==> src/inc/afp_pkg.sv <==
// shared constants, register map and carrier types of the field pwm block
package afp_pkg;
    // clock rate
    localparam int CLK_MHZ = 100;
    localparam int CLK_HZ = CLK_MHZ * 1000000;
    // oscillator rates in Hz; counts are whole clock cycles per period
    localparam int OSC_TYP_HZ = 175;
    localparam int OSC_MIN_HZ = 50;
    localparam int OSC_MAX_HZ = 500;
    localparam int PER_TYP_CYC = CLK_HZ / OSC_TYP_HZ;
    localparam int PER_LONG_CYC = CLK_HZ / OSC_MIN_HZ;
    localparam int PER_SHORT_CYC = CLK_HZ / OSC_MAX_HZ;
    // pulse width limits in microseconds and clock cycles
    localparam int MIN_PW_LO_US = 200;
    localparam int MIN_PW_HI_US = 700;
    localparam int RETRY_PW_LO_US = 60;
    localparam int RETRY_PW_HI_US = 660;
    localparam int MIN_PW_LO_CYC = MIN_PW_LO_US * CLK_MHZ;
    localparam int MIN_PW_HI_CYC = MIN_PW_HI_US * CLK_MHZ;
    localparam int RETRY_PW_LO_CYC = RETRY_PW_LO_US * CLK_MHZ;
    localparam int RETRY_PW_HI_CYC = RETRY_PW_HI_US * CLK_MHZ;
    // stator low time before the lamp lights, typical value
    localparam int LAMP_DELAY_US = 59400;
    localparam int LAMP_DELAY_CYC = LAMP_DELAY_US * CLK_MHZ;
    // duty figures in permille
    localparam logic [9:0] DUTY_TOP_PM = 10'h3B6;
    localparam logic [9:0] DUTY_BOT_PM = 10'h0C8;
    localparam logic [9:0] MIN_DUTY_LO_PM = 10'h028;
    localparam logic [9:0] MIN_DUTY_HI_PM = 10'h082;
    localparam logic [9:0] RETRY_LO_PM = 10'h00A;
    localparam logic [9:0] RETRY_HI_PM = 10'h032;
    localparam logic [31:0] PM_DIV = 32'h0000_03E8;
    // register offsets (byte addresses)
    localparam logic [7:0] OFS_PERIOD = 8'h00;
    localparam logic [7:0] OFS_SENSE_LO = 8'h04;
    localparam logic [7:0] OFS_SENSE_HI = 8'h08;
    localparam logic [7:0] OFS_MIN_DUTY = 8'h0C;
    localparam logic [7:0] OFS_RETRY_DUTY = 8'h10;
    localparam logic [7:0] OFS_SLEW = 8'h14;
    localparam logic [7:0] OFS_IRQ_STATUS = 8'h18;
    localparam logic [7:0] OFS_IRQ_CLEAR = 8'h1C;
    localparam logic [7:0] OFS_IRQ_ENABLE = 8'h20;
    localparam logic [7:0] OFS_STATE = 8'h24;
    // reset values
    localparam logic [7:0] SENSE_LO_RST = 8'h60;
    localparam logic [7:0] SENSE_HI_RST = 8'hA0;
    localparam logic [9:0] MIN_DUTY_RST = 10'h07A;
    localparam logic [9:0] RETRY_DUTY_RST = 10'h014;
    localparam logic [15:0] SLEW_RST = 16'h1388;
    // interrupt status bit positions
    localparam int IRQ_SHORT = 0;
    localparam int IRQ_OVER = 1;
    localparam int IRQ_LAMP = 2;
    localparam int IRQ_W = 3;

    // digitized comparator outputs, already in the clock domain
    typedef struct packed {
        logic ign_on;
        logic stator_hi;
        logic supply_ov;
        logic field_hi;
    } afp_flags_t;

    // register port request
    typedef struct packed {
        logic [7:0] addr;
        logic [31:0] wdata;
        logic wr;
        logic rd;
    } afp_bus_t;
endpackage

==> src/afp_field_pwm.sv <==
// alternator field pwm controller with short retry and lamp logic
//
// The register offsets and the plain strobed port are this design's own decisions.
`timescale 1ns/10ps
module afp_field_pwm #(
    parameter logic [21:0] PERIOD_RST = 22'(afp_pkg::PER_TYP_CYC),
    parameter logic [21:0] PER_SHORT = 22'(afp_pkg::PER_SHORT_CYC),
    parameter logic [21:0] PER_LONG = 22'(afp_pkg::PER_LONG_CYC),
    parameter logic [21:0] MIN_PW_LO = 22'(afp_pkg::MIN_PW_LO_CYC),
    parameter logic [21:0] MIN_PW_HI = 22'(afp_pkg::MIN_PW_HI_CYC),
    parameter logic [21:0] RETRY_PW_LO = 22'(afp_pkg::RETRY_PW_LO_CYC),
    parameter logic [21:0] RETRY_PW_HI = 22'(afp_pkg::RETRY_PW_HI_CYC),
    parameter logic [22:0] LAMP_DELAY = 23'(afp_pkg::LAMP_DELAY_CYC)
) (
    input wire logic clock,
    input wire logic rst_b,
    input wire afp_pkg::afp_flags_t flags,
    input wire logic [7:0] sense_code,
    input wire afp_pkg::afp_bus_t bus,
    output logic [31:0] rdata,
    output logic drive,
    output logic lamp,
    output logic irq
);
    // period * permille / 1000
    function automatic logic [21:0] scale(input logic [21:0] p,
                                          input logic [9:0] pm);
        logic [31:0] prod;
        prod = 32'(p) * 32'(pm);
        return 22'(prod / afp_pkg::PM_DIV);
    endfunction

    function automatic logic [21:0] clamp(input logic [21:0] v,
                                          input logic [21:0] lo,
                                          input logic [21:0] hi);
        return (v < lo) ? lo : ((v > hi) ? hi : v);
    endfunction

    function automatic logic [9:0] clamp_pm(input logic [31:0] v,
                                            input logic [9:0] lo,
                                            input logic [9:0] hi);
        return (v < 32'(lo)) ? lo : ((v > 32'(hi)) ? hi : 10'(v));
    endfunction

    // sense code to duty; above the window the minimum duty takes over
    function automatic logic [9:0] duty_pm(input logic [7:0] code,
                                           input logic [7:0] lo,
                                           input logic [7:0] hi);
        logic [19:0] num;
        logic [19:0] span;
        num = 20'(afp_pkg::DUTY_TOP_PM - afp_pkg::DUTY_BOT_PM)
              * 20'(code - lo);
        span = (hi > lo) ? 20'(hi - lo) : 20'h00001;
        if (code <= lo) begin
            return afp_pkg::DUTY_TOP_PM;
        end else if (code > hi) begin
            return 10'h000;
        end else begin
            return afp_pkg::DUTY_TOP_PM - 10'(num / span);
        end
    endfunction

    logic [21:0] period;
    logic [21:0] phase;
    logic [21:0] high_len;
    logic [7:0] sense_lo;
    logic [7:0] sense_hi;
    logic [7:0] sense_hold;
    logic [9:0] min_duty;
    logic [9:0] retry_duty;
    logic [15:0] slew;
    logic [15:0] coin;
    logic [22:0] stall;
    logic [2:0] irq_status;
    logic [2:0] irq_en;
    logic running;
    logic short_mode;
    logic short_seen;
    logic cut;
    logic ov_q;
    logic lamp_raw_q;

    // activity, ramp end and pulse window
    wire active = flags.ign_on | flags.stator_hi;
    wire wrap = (phase >= period - 22'h000001);
    wire in_pulse = (phase < high_len);
    wire drive_raw = running & active & ~flags.supply_ov & ~cut & in_pulse;
    wire coincide = drive & flags.field_hi;
    wire detect = ~short_mode & coincide & (coin >= slew);
    wire stopped = (stall >= LAMP_DELAY);
    wire lamp_raw = running & (flags.supply_ov | stopped);

    // next high time, chosen from the sense held over the past cycle
    wire [9:0] next_pm = duty_pm(sense_hold, sense_lo, sense_hi);
    wire [21:0] min_len = clamp(scale(period, min_duty), MIN_PW_LO,
                                MIN_PW_HI);
    wire [21:0] norm_raw = scale(period, next_pm);
    wire [21:0] norm_len = (norm_raw < min_len) ? min_len : norm_raw;
    wire [21:0] retry_len = clamp(scale(period, retry_duty), RETRY_PW_LO,
                                  RETRY_PW_HI);
    wire next_short = short_seen | detect | (short_mode & coincide);

    // register port decode
    wire wr_period = bus.wr & (bus.addr == afp_pkg::OFS_PERIOD);
    wire wr_lo = bus.wr & (bus.addr == afp_pkg::OFS_SENSE_LO);
    wire wr_hi = bus.wr & (bus.addr == afp_pkg::OFS_SENSE_HI);
    wire wr_min = bus.wr & (bus.addr == afp_pkg::OFS_MIN_DUTY);
    wire wr_retry = bus.wr & (bus.addr == afp_pkg::OFS_RETRY_DUTY);
    wire wr_slew = bus.wr & (bus.addr == afp_pkg::OFS_SLEW);
    wire wr_clear = bus.wr & (bus.addr == afp_pkg::OFS_IRQ_CLEAR);
    wire wr_en = bus.wr & (bus.addr == afp_pkg::OFS_IRQ_ENABLE);
    wire [21:0] wr_per_val = (bus.wdata > 32'(PER_LONG)) ? PER_LONG :
        clamp(bus.wdata[21:0], PER_SHORT, PER_LONG);

    // events: short declared, overvoltage onset, lamp onset
    wire [2:0] events = {lamp_raw & ~lamp_raw_q,
                         flags.supply_ov & ~ov_q, detect};
    wire [2:0] clr_mask = wr_clear ? bus.wdata[2:0] : 3'h0;

    wire [31:0] state_word = {25'h0, ov_q, stopped, cut, short_mode,
                              running, lamp, drive};
    logic [31:0] next_rdata;
    always_comb begin
        unique case (bus.addr)
            afp_pkg::OFS_PERIOD: next_rdata = 32'(period);
            afp_pkg::OFS_SENSE_LO: next_rdata = 32'(sense_lo);
            afp_pkg::OFS_SENSE_HI: next_rdata = 32'(sense_hi);
            afp_pkg::OFS_MIN_DUTY: next_rdata = 32'(min_duty);
            afp_pkg::OFS_RETRY_DUTY: next_rdata = 32'(retry_duty);
            afp_pkg::OFS_SLEW: next_rdata = 32'(slew);
            afp_pkg::OFS_IRQ_STATUS: next_rdata = 32'(irq_status);
            afp_pkg::OFS_IRQ_ENABLE: next_rdata = 32'(irq_en);
            afp_pkg::OFS_STATE: next_rdata = state_word;
            default: next_rdata = 32'h0000_0000;
        endcase
    end

    // configuration registers; duty writes are clamped into spec bounds
    always_ff @(posedge clock) begin
        if (!rst_b) begin
            period <= PERIOD_RST;
            sense_lo <= afp_pkg::SENSE_LO_RST;
            sense_hi <= afp_pkg::SENSE_HI_RST;
            min_duty <= afp_pkg::MIN_DUTY_RST;
            retry_duty <= afp_pkg::RETRY_DUTY_RST;
            slew <= afp_pkg::SLEW_RST;
            irq_en <= 3'h0;
        end else begin
            if (wr_period) period <= wr_per_val;
            if (wr_lo) sense_lo <= bus.wdata[7:0];
            if (wr_hi) sense_hi <= bus.wdata[7:0];
            if (wr_min) min_duty <= clamp_pm(bus.wdata,
                afp_pkg::MIN_DUTY_LO_PM, afp_pkg::MIN_DUTY_HI_PM);
            if (wr_retry) retry_duty <= clamp_pm(bus.wdata,
                afp_pkg::RETRY_LO_PM, afp_pkg::RETRY_HI_PM);
            if (wr_slew) slew <= bus.wdata[15:0];
            if (wr_en) irq_en <= bus.wdata[2:0];
        end
    end

    // sticky status: a new event wins over a clear in the same cycle
    always_ff @(posedge clock) begin
        if (!rst_b) begin
            irq_status <= 3'h0;
            rdata <= 32'h0000_0000;
            irq <= 1'b0;
        end else begin
            irq_status <= (irq_status & ~clr_mask) | events;
            rdata <= bus.rd ? next_rdata : 32'h0000_0000;
            irq <= |(irq_status & irq_en);
        end
    end

    // sense is sampled every clock; the value at ramp end is used
    always_ff @(posedge clock) begin
        if (!rst_b) begin
            sense_hold <= 8'h00;
        end else begin
            sense_hold <= sense_code;
        end
    end

    // oscillator ramp and cycle state
    always_ff @(posedge clock) begin
        if (!rst_b || !active) begin
            phase <= 22'h000000;
            running <= 1'b0;
            high_len <= 22'h000000;
            short_mode <= 1'b0;
            short_seen <= 1'b0;
            cut <= 1'b0;
        end else if (wrap) begin
            phase <= 22'h000000;
            running <= 1'b1;
            high_len <= next_short ? retry_len : norm_len;
            short_mode <= next_short;
            short_seen <= 1'b0;
            cut <= 1'b0;
        end else begin
            phase <= phase + 22'h000001;
            if (detect || (short_mode && coincide)) short_seen <= 1'b1;
            if (detect) cut <= 1'b1;
        end
    end

    // coincidence timer: must run unbroken past the slew time
    always_ff @(posedge clock) begin
        if (!rst_b || !coincide || wrap) begin
            coin <= 16'h0000;
        end else if (coin != 16'hFFFF) begin
            coin <= coin + 16'h0001;
        end
    end

    // stator low timer; stator high resets it at once
    always_ff @(posedge clock) begin
        if (!rst_b || !active || flags.stator_hi) begin
            stall <= 23'h000000;
        end else if (!stopped) begin
            stall <= stall + 23'h000001;
        end
    end

    // registered outputs; overvoltage kills drive and, once running, lights the lamp
    always_ff @(posedge clock) begin
        if (!rst_b) begin
            drive <= 1'b0;
            lamp <= 1'b0;
            lamp_raw_q <= 1'b0;
            ov_q <= 1'b0;
        end else begin
            drive <= drive_raw;
            lamp <= lamp_raw;
            lamp_raw_q <= lamp_raw;
            ov_q <= flags.supply_ov;
        end
    end
endmodule
==> config.mk <==
export PLATFORM = sky130hd
export DESIGN_NAME = afp_field_pwm
export DESIGN_NICKNAME = d
export VERILOG_FILES = /design/src/inc/afp_pkg.sv /design/src/afp_field_pwm.sv
export SDC_FILE = /design/constraint.sdc
export NUM_CORES = 2
export LEC_CHECK = 0
export BUFFER_PORTS_ARGS = -buffer_cell sky130_fd_sc_hd__buf_2
export CELL_PAD_IN_SITES_DETAIL_PLACEMENT = 2
export CELL_PAD_IN_SITES_GLOBAL_PLACEMENT = 2
export CORE_MARGIN = 8
export CORE_UTILIZATION = 30
export CTS_CLUSTER_SIZE = 14
export DETAILED_ROUTE_END_ITERATION = 16
export GPL_ROUTABILITY_DRIVEN = 0
export PLACE_DENSITY_LB_ADDON = 0.1
export SKIP_LAST_GASP = 1
export SLEW_MARGIN = 20
export SYNTH_ARGS = -nofsm -noshare
export SYNTH_HDL_FRONTEND = slang
export SYNTH_SLANG_ARGS = --single-unit
==> constraint.sdc <==
create_clock -name clock -period 94.7 [get_ports clock]
set_input_delay 4.735 -clock clock [delete_from_list [all_inputs] [get_ports clock]]
set_output_delay 4.735 -clock clock [all_outputs]
set_load 0.005 [all_outputs]
==> qor.yml <==
required_ns: 95.24
async_reset_ff_frac: 0
core-area_sq_um: 226800
cts_max_path_buffers: 3
rows: 175
hold_class: "reg2reg"
synth.distinct_cells: 173
post-route-util: 0.3212
fin_crit_ns: 87.16
fmax_ghz: 0.01147
crit_buf_inv: 26
die_x_um: 493.1
syn_area_sq_um: 68290
cp_max_fo: 37
tightest_slew_ns: 1.165
fp.dieArea_sq_um: 243100
synth.top_cells.by_area: "fa_1 15%, ha_1 11%, nand2_1 6.0%, dfxtp_1 5.9%, xnor2_1 4.6%"
die_h_um: 493.1
status: "complete, no violations"
clock-sinks: 201
ant_nets: 0
cp_common_cell: "o21ai_0"
worstSetupPathType: "reg2reg"
synth_seq_cells: 201
max_stage_delay_ns: 0.63
regToRegStartpoint: "sense_lo[0]$_SDFFE_PN0P_"
num_vias: 69040
drc: 0
critPathCaptureType: "register"
crit_family: "compound AO/OA/AOI/OAI gates"
grt_max_degree: 93
tritoncts: "yes"
maxSlewHeadroom: 0.2159
clk_pin_slew_ns: 0.07
synth_most_common_cell: "nand2_1"
maxSlewViolCount: 0
postSynthCellCount: 9172
fin_skew_ns: 0.03185
min_from: "high_len[18]$_SDFFE_PP0P_"
crit_path_start_kind: "register"
post-route-period-util: 0.9204
wire_per_inst_um: 23.81
dr.pass1.iters: 8
io-pin-count: 91
cts-root-buf: "clkbuf_16"
finalSetupTns_ns: 0
hpwl_um: 234100
crit_start: "sense_lo[0]$_SDFFE_PN0P_"
drt_iter0_markers: 2881
worstSkewPairLatency_ns: 0.62
h-tree-depth: 1
netlist_top_cells_count: "1083 x nand2_1, 730 x inv_1, 678 x nor2_1"
wl_um: 286800
antenna_found_initial: 21
hold_slack_ns: 0.4758
synth_edf_count: 0
grt_overflow_total: 0
yosys_warnings: 0
nets: 10142
cts_hold_buf: 0
crit_arrival_ns: 87.70
setup-violations-final: 0
grt_pass1_wl_um: 449200
yosysTopAreaCell: "fa_1"
netlist.area_leader.share: 0.1480
maxCapViolCount: 0
port_buffers: 80
vias_per_cell: 5.733
first_global_vias: 75655
synthFlopType: "dfxtp_1"
rsz0062_at_grt: "false"
numCtsBuffers: 29
grtUsageTotal: 0.2270
start_util: 0.3010
syn_area_per_cell_sq_um: 7.445
area_delta_synth_final_pct: 6.712
drive_gt1_frac: 0.07878
yosysSeqAreaShare: 0.05893
critPathSlowestCell: "o31a_1"
hold_viol: 0
tightest hold or removal path: stages (launching register included):
cell and delay, ns:
dfxtp_1 0.32, nand2_1 0.05, a21oi_1 0.06
state kept, by name (all words and copies together) (netlist names):
signal / cells
irq_status: 3
ov_q: 1
high_len: 22
sense_hold: 8
running: 1
lamp_raw_q: 1
stall: 23
sense_hi: 8
coin: 16
rdata: 22
min_duty: 10
sense_lo: 8
slew: 16
retry_duty: 10
short_seen: 1
drive: 1
irq: 1
period: 22
short_mode: 1
phase: 22
cut: 1
irq_en: 3
kinds of logic (layout without fill, tap and decap cells):
kind of cell	after synthesis	count (layout)	synth area share
AO/OA/AOI/OAI	2534	2536	0.2661
XOR/XNOR	545	545	0.07106
adder cells (fa/ha/maj)	1097	1097	0.2560
buffers and inverters	1168	1006	0.06931
flip-flops	201	201	0.05893
multiplexers	211	211	0.03355
other	2	24	0.0001100
AND/OR/NAND/NOR	3414	3414	0.2449
area by class of cell:
cell class / instances / area, sq um
Multi-Input combinational cell: 7818 / 59810
Clock inverter: 19 / 245.2
Sequential cell: 201 / 4044
Timing Repair Buffer: 211 / 1390
Tap cell: 3009 / 3765
Antenna cell: 9 / 22.52
Fill cell: 26707 / 154000
Clock buffer: 35 / 798.3
Inverter: 741 / 2795
cells in the final DEF (no fill, tap or decap), types with 52 or more instances in the layout:
cell,count
nand4_1,105
dfxtp_1,185
and3_1,92
xnor2_1,356
or2_2,58
buf_2,79
nand3_1,280
a211oi_1,80
fa_1,505
a21oi_1,527
buf_4,131
ha_1,579
nor2b_1,97
a22oi_1,52
o21ai_0,381
a31oi_1,108
inv_1,729
nand2b_1,102
o211ai_1,99
a21o_1,193
mux2_2,85
and2_1,366
or3_1,67
o31ai_1,83
o21a_1,124
nand2_1,1083
nor3_1,230
a21boi_0,52
nor2_1,677
xor2_1,175
nor4_1,73
mux2i_1,113
per-layer routing:
layer	routed length, um	vias up	GRT usage
met5	37	-	0
met4	7624	6	0.05254
met3	5867	320	0.01278
met2	141900	829	0.4112
met1	131400	35488	0.2957
li1	-	32397	-
per-stage QoR:
step	area (sq um)	instances	worst slack (ns)
after floorplan	68340	9185	16.80
after global placement	71660	11973	9.451
after detailed placement	71660	11973	6.208
after CTS	72700	12027	5.979
after global routing	72860	12041	0.2413
final	72870	12043	7.542
path summary, 6_finish.rpt:
path,cells after the start,slack (ns),end
worst max-delay path,388,7.54,high_len[7]$_SDFFE_PP0P_
worst min-delay path,2,0.48,high_len[18]$_SDFFE_PP0P_
worst max register to register,388,7.54,high_len[7]$_SDFFE_PP0P_
worst min register to register,2,0.48,high_len[18]$_SDFFE_PP0P_
what timing repair did:
item,CTS,global route
resized for setup,0,5
buffers inserted,0,4
endpoints found under the setup margin,0,22
Power is left out: the tool's default activity adds up to more than one toggle a clock period on the data nets, which glitch-free logic cannot reach.
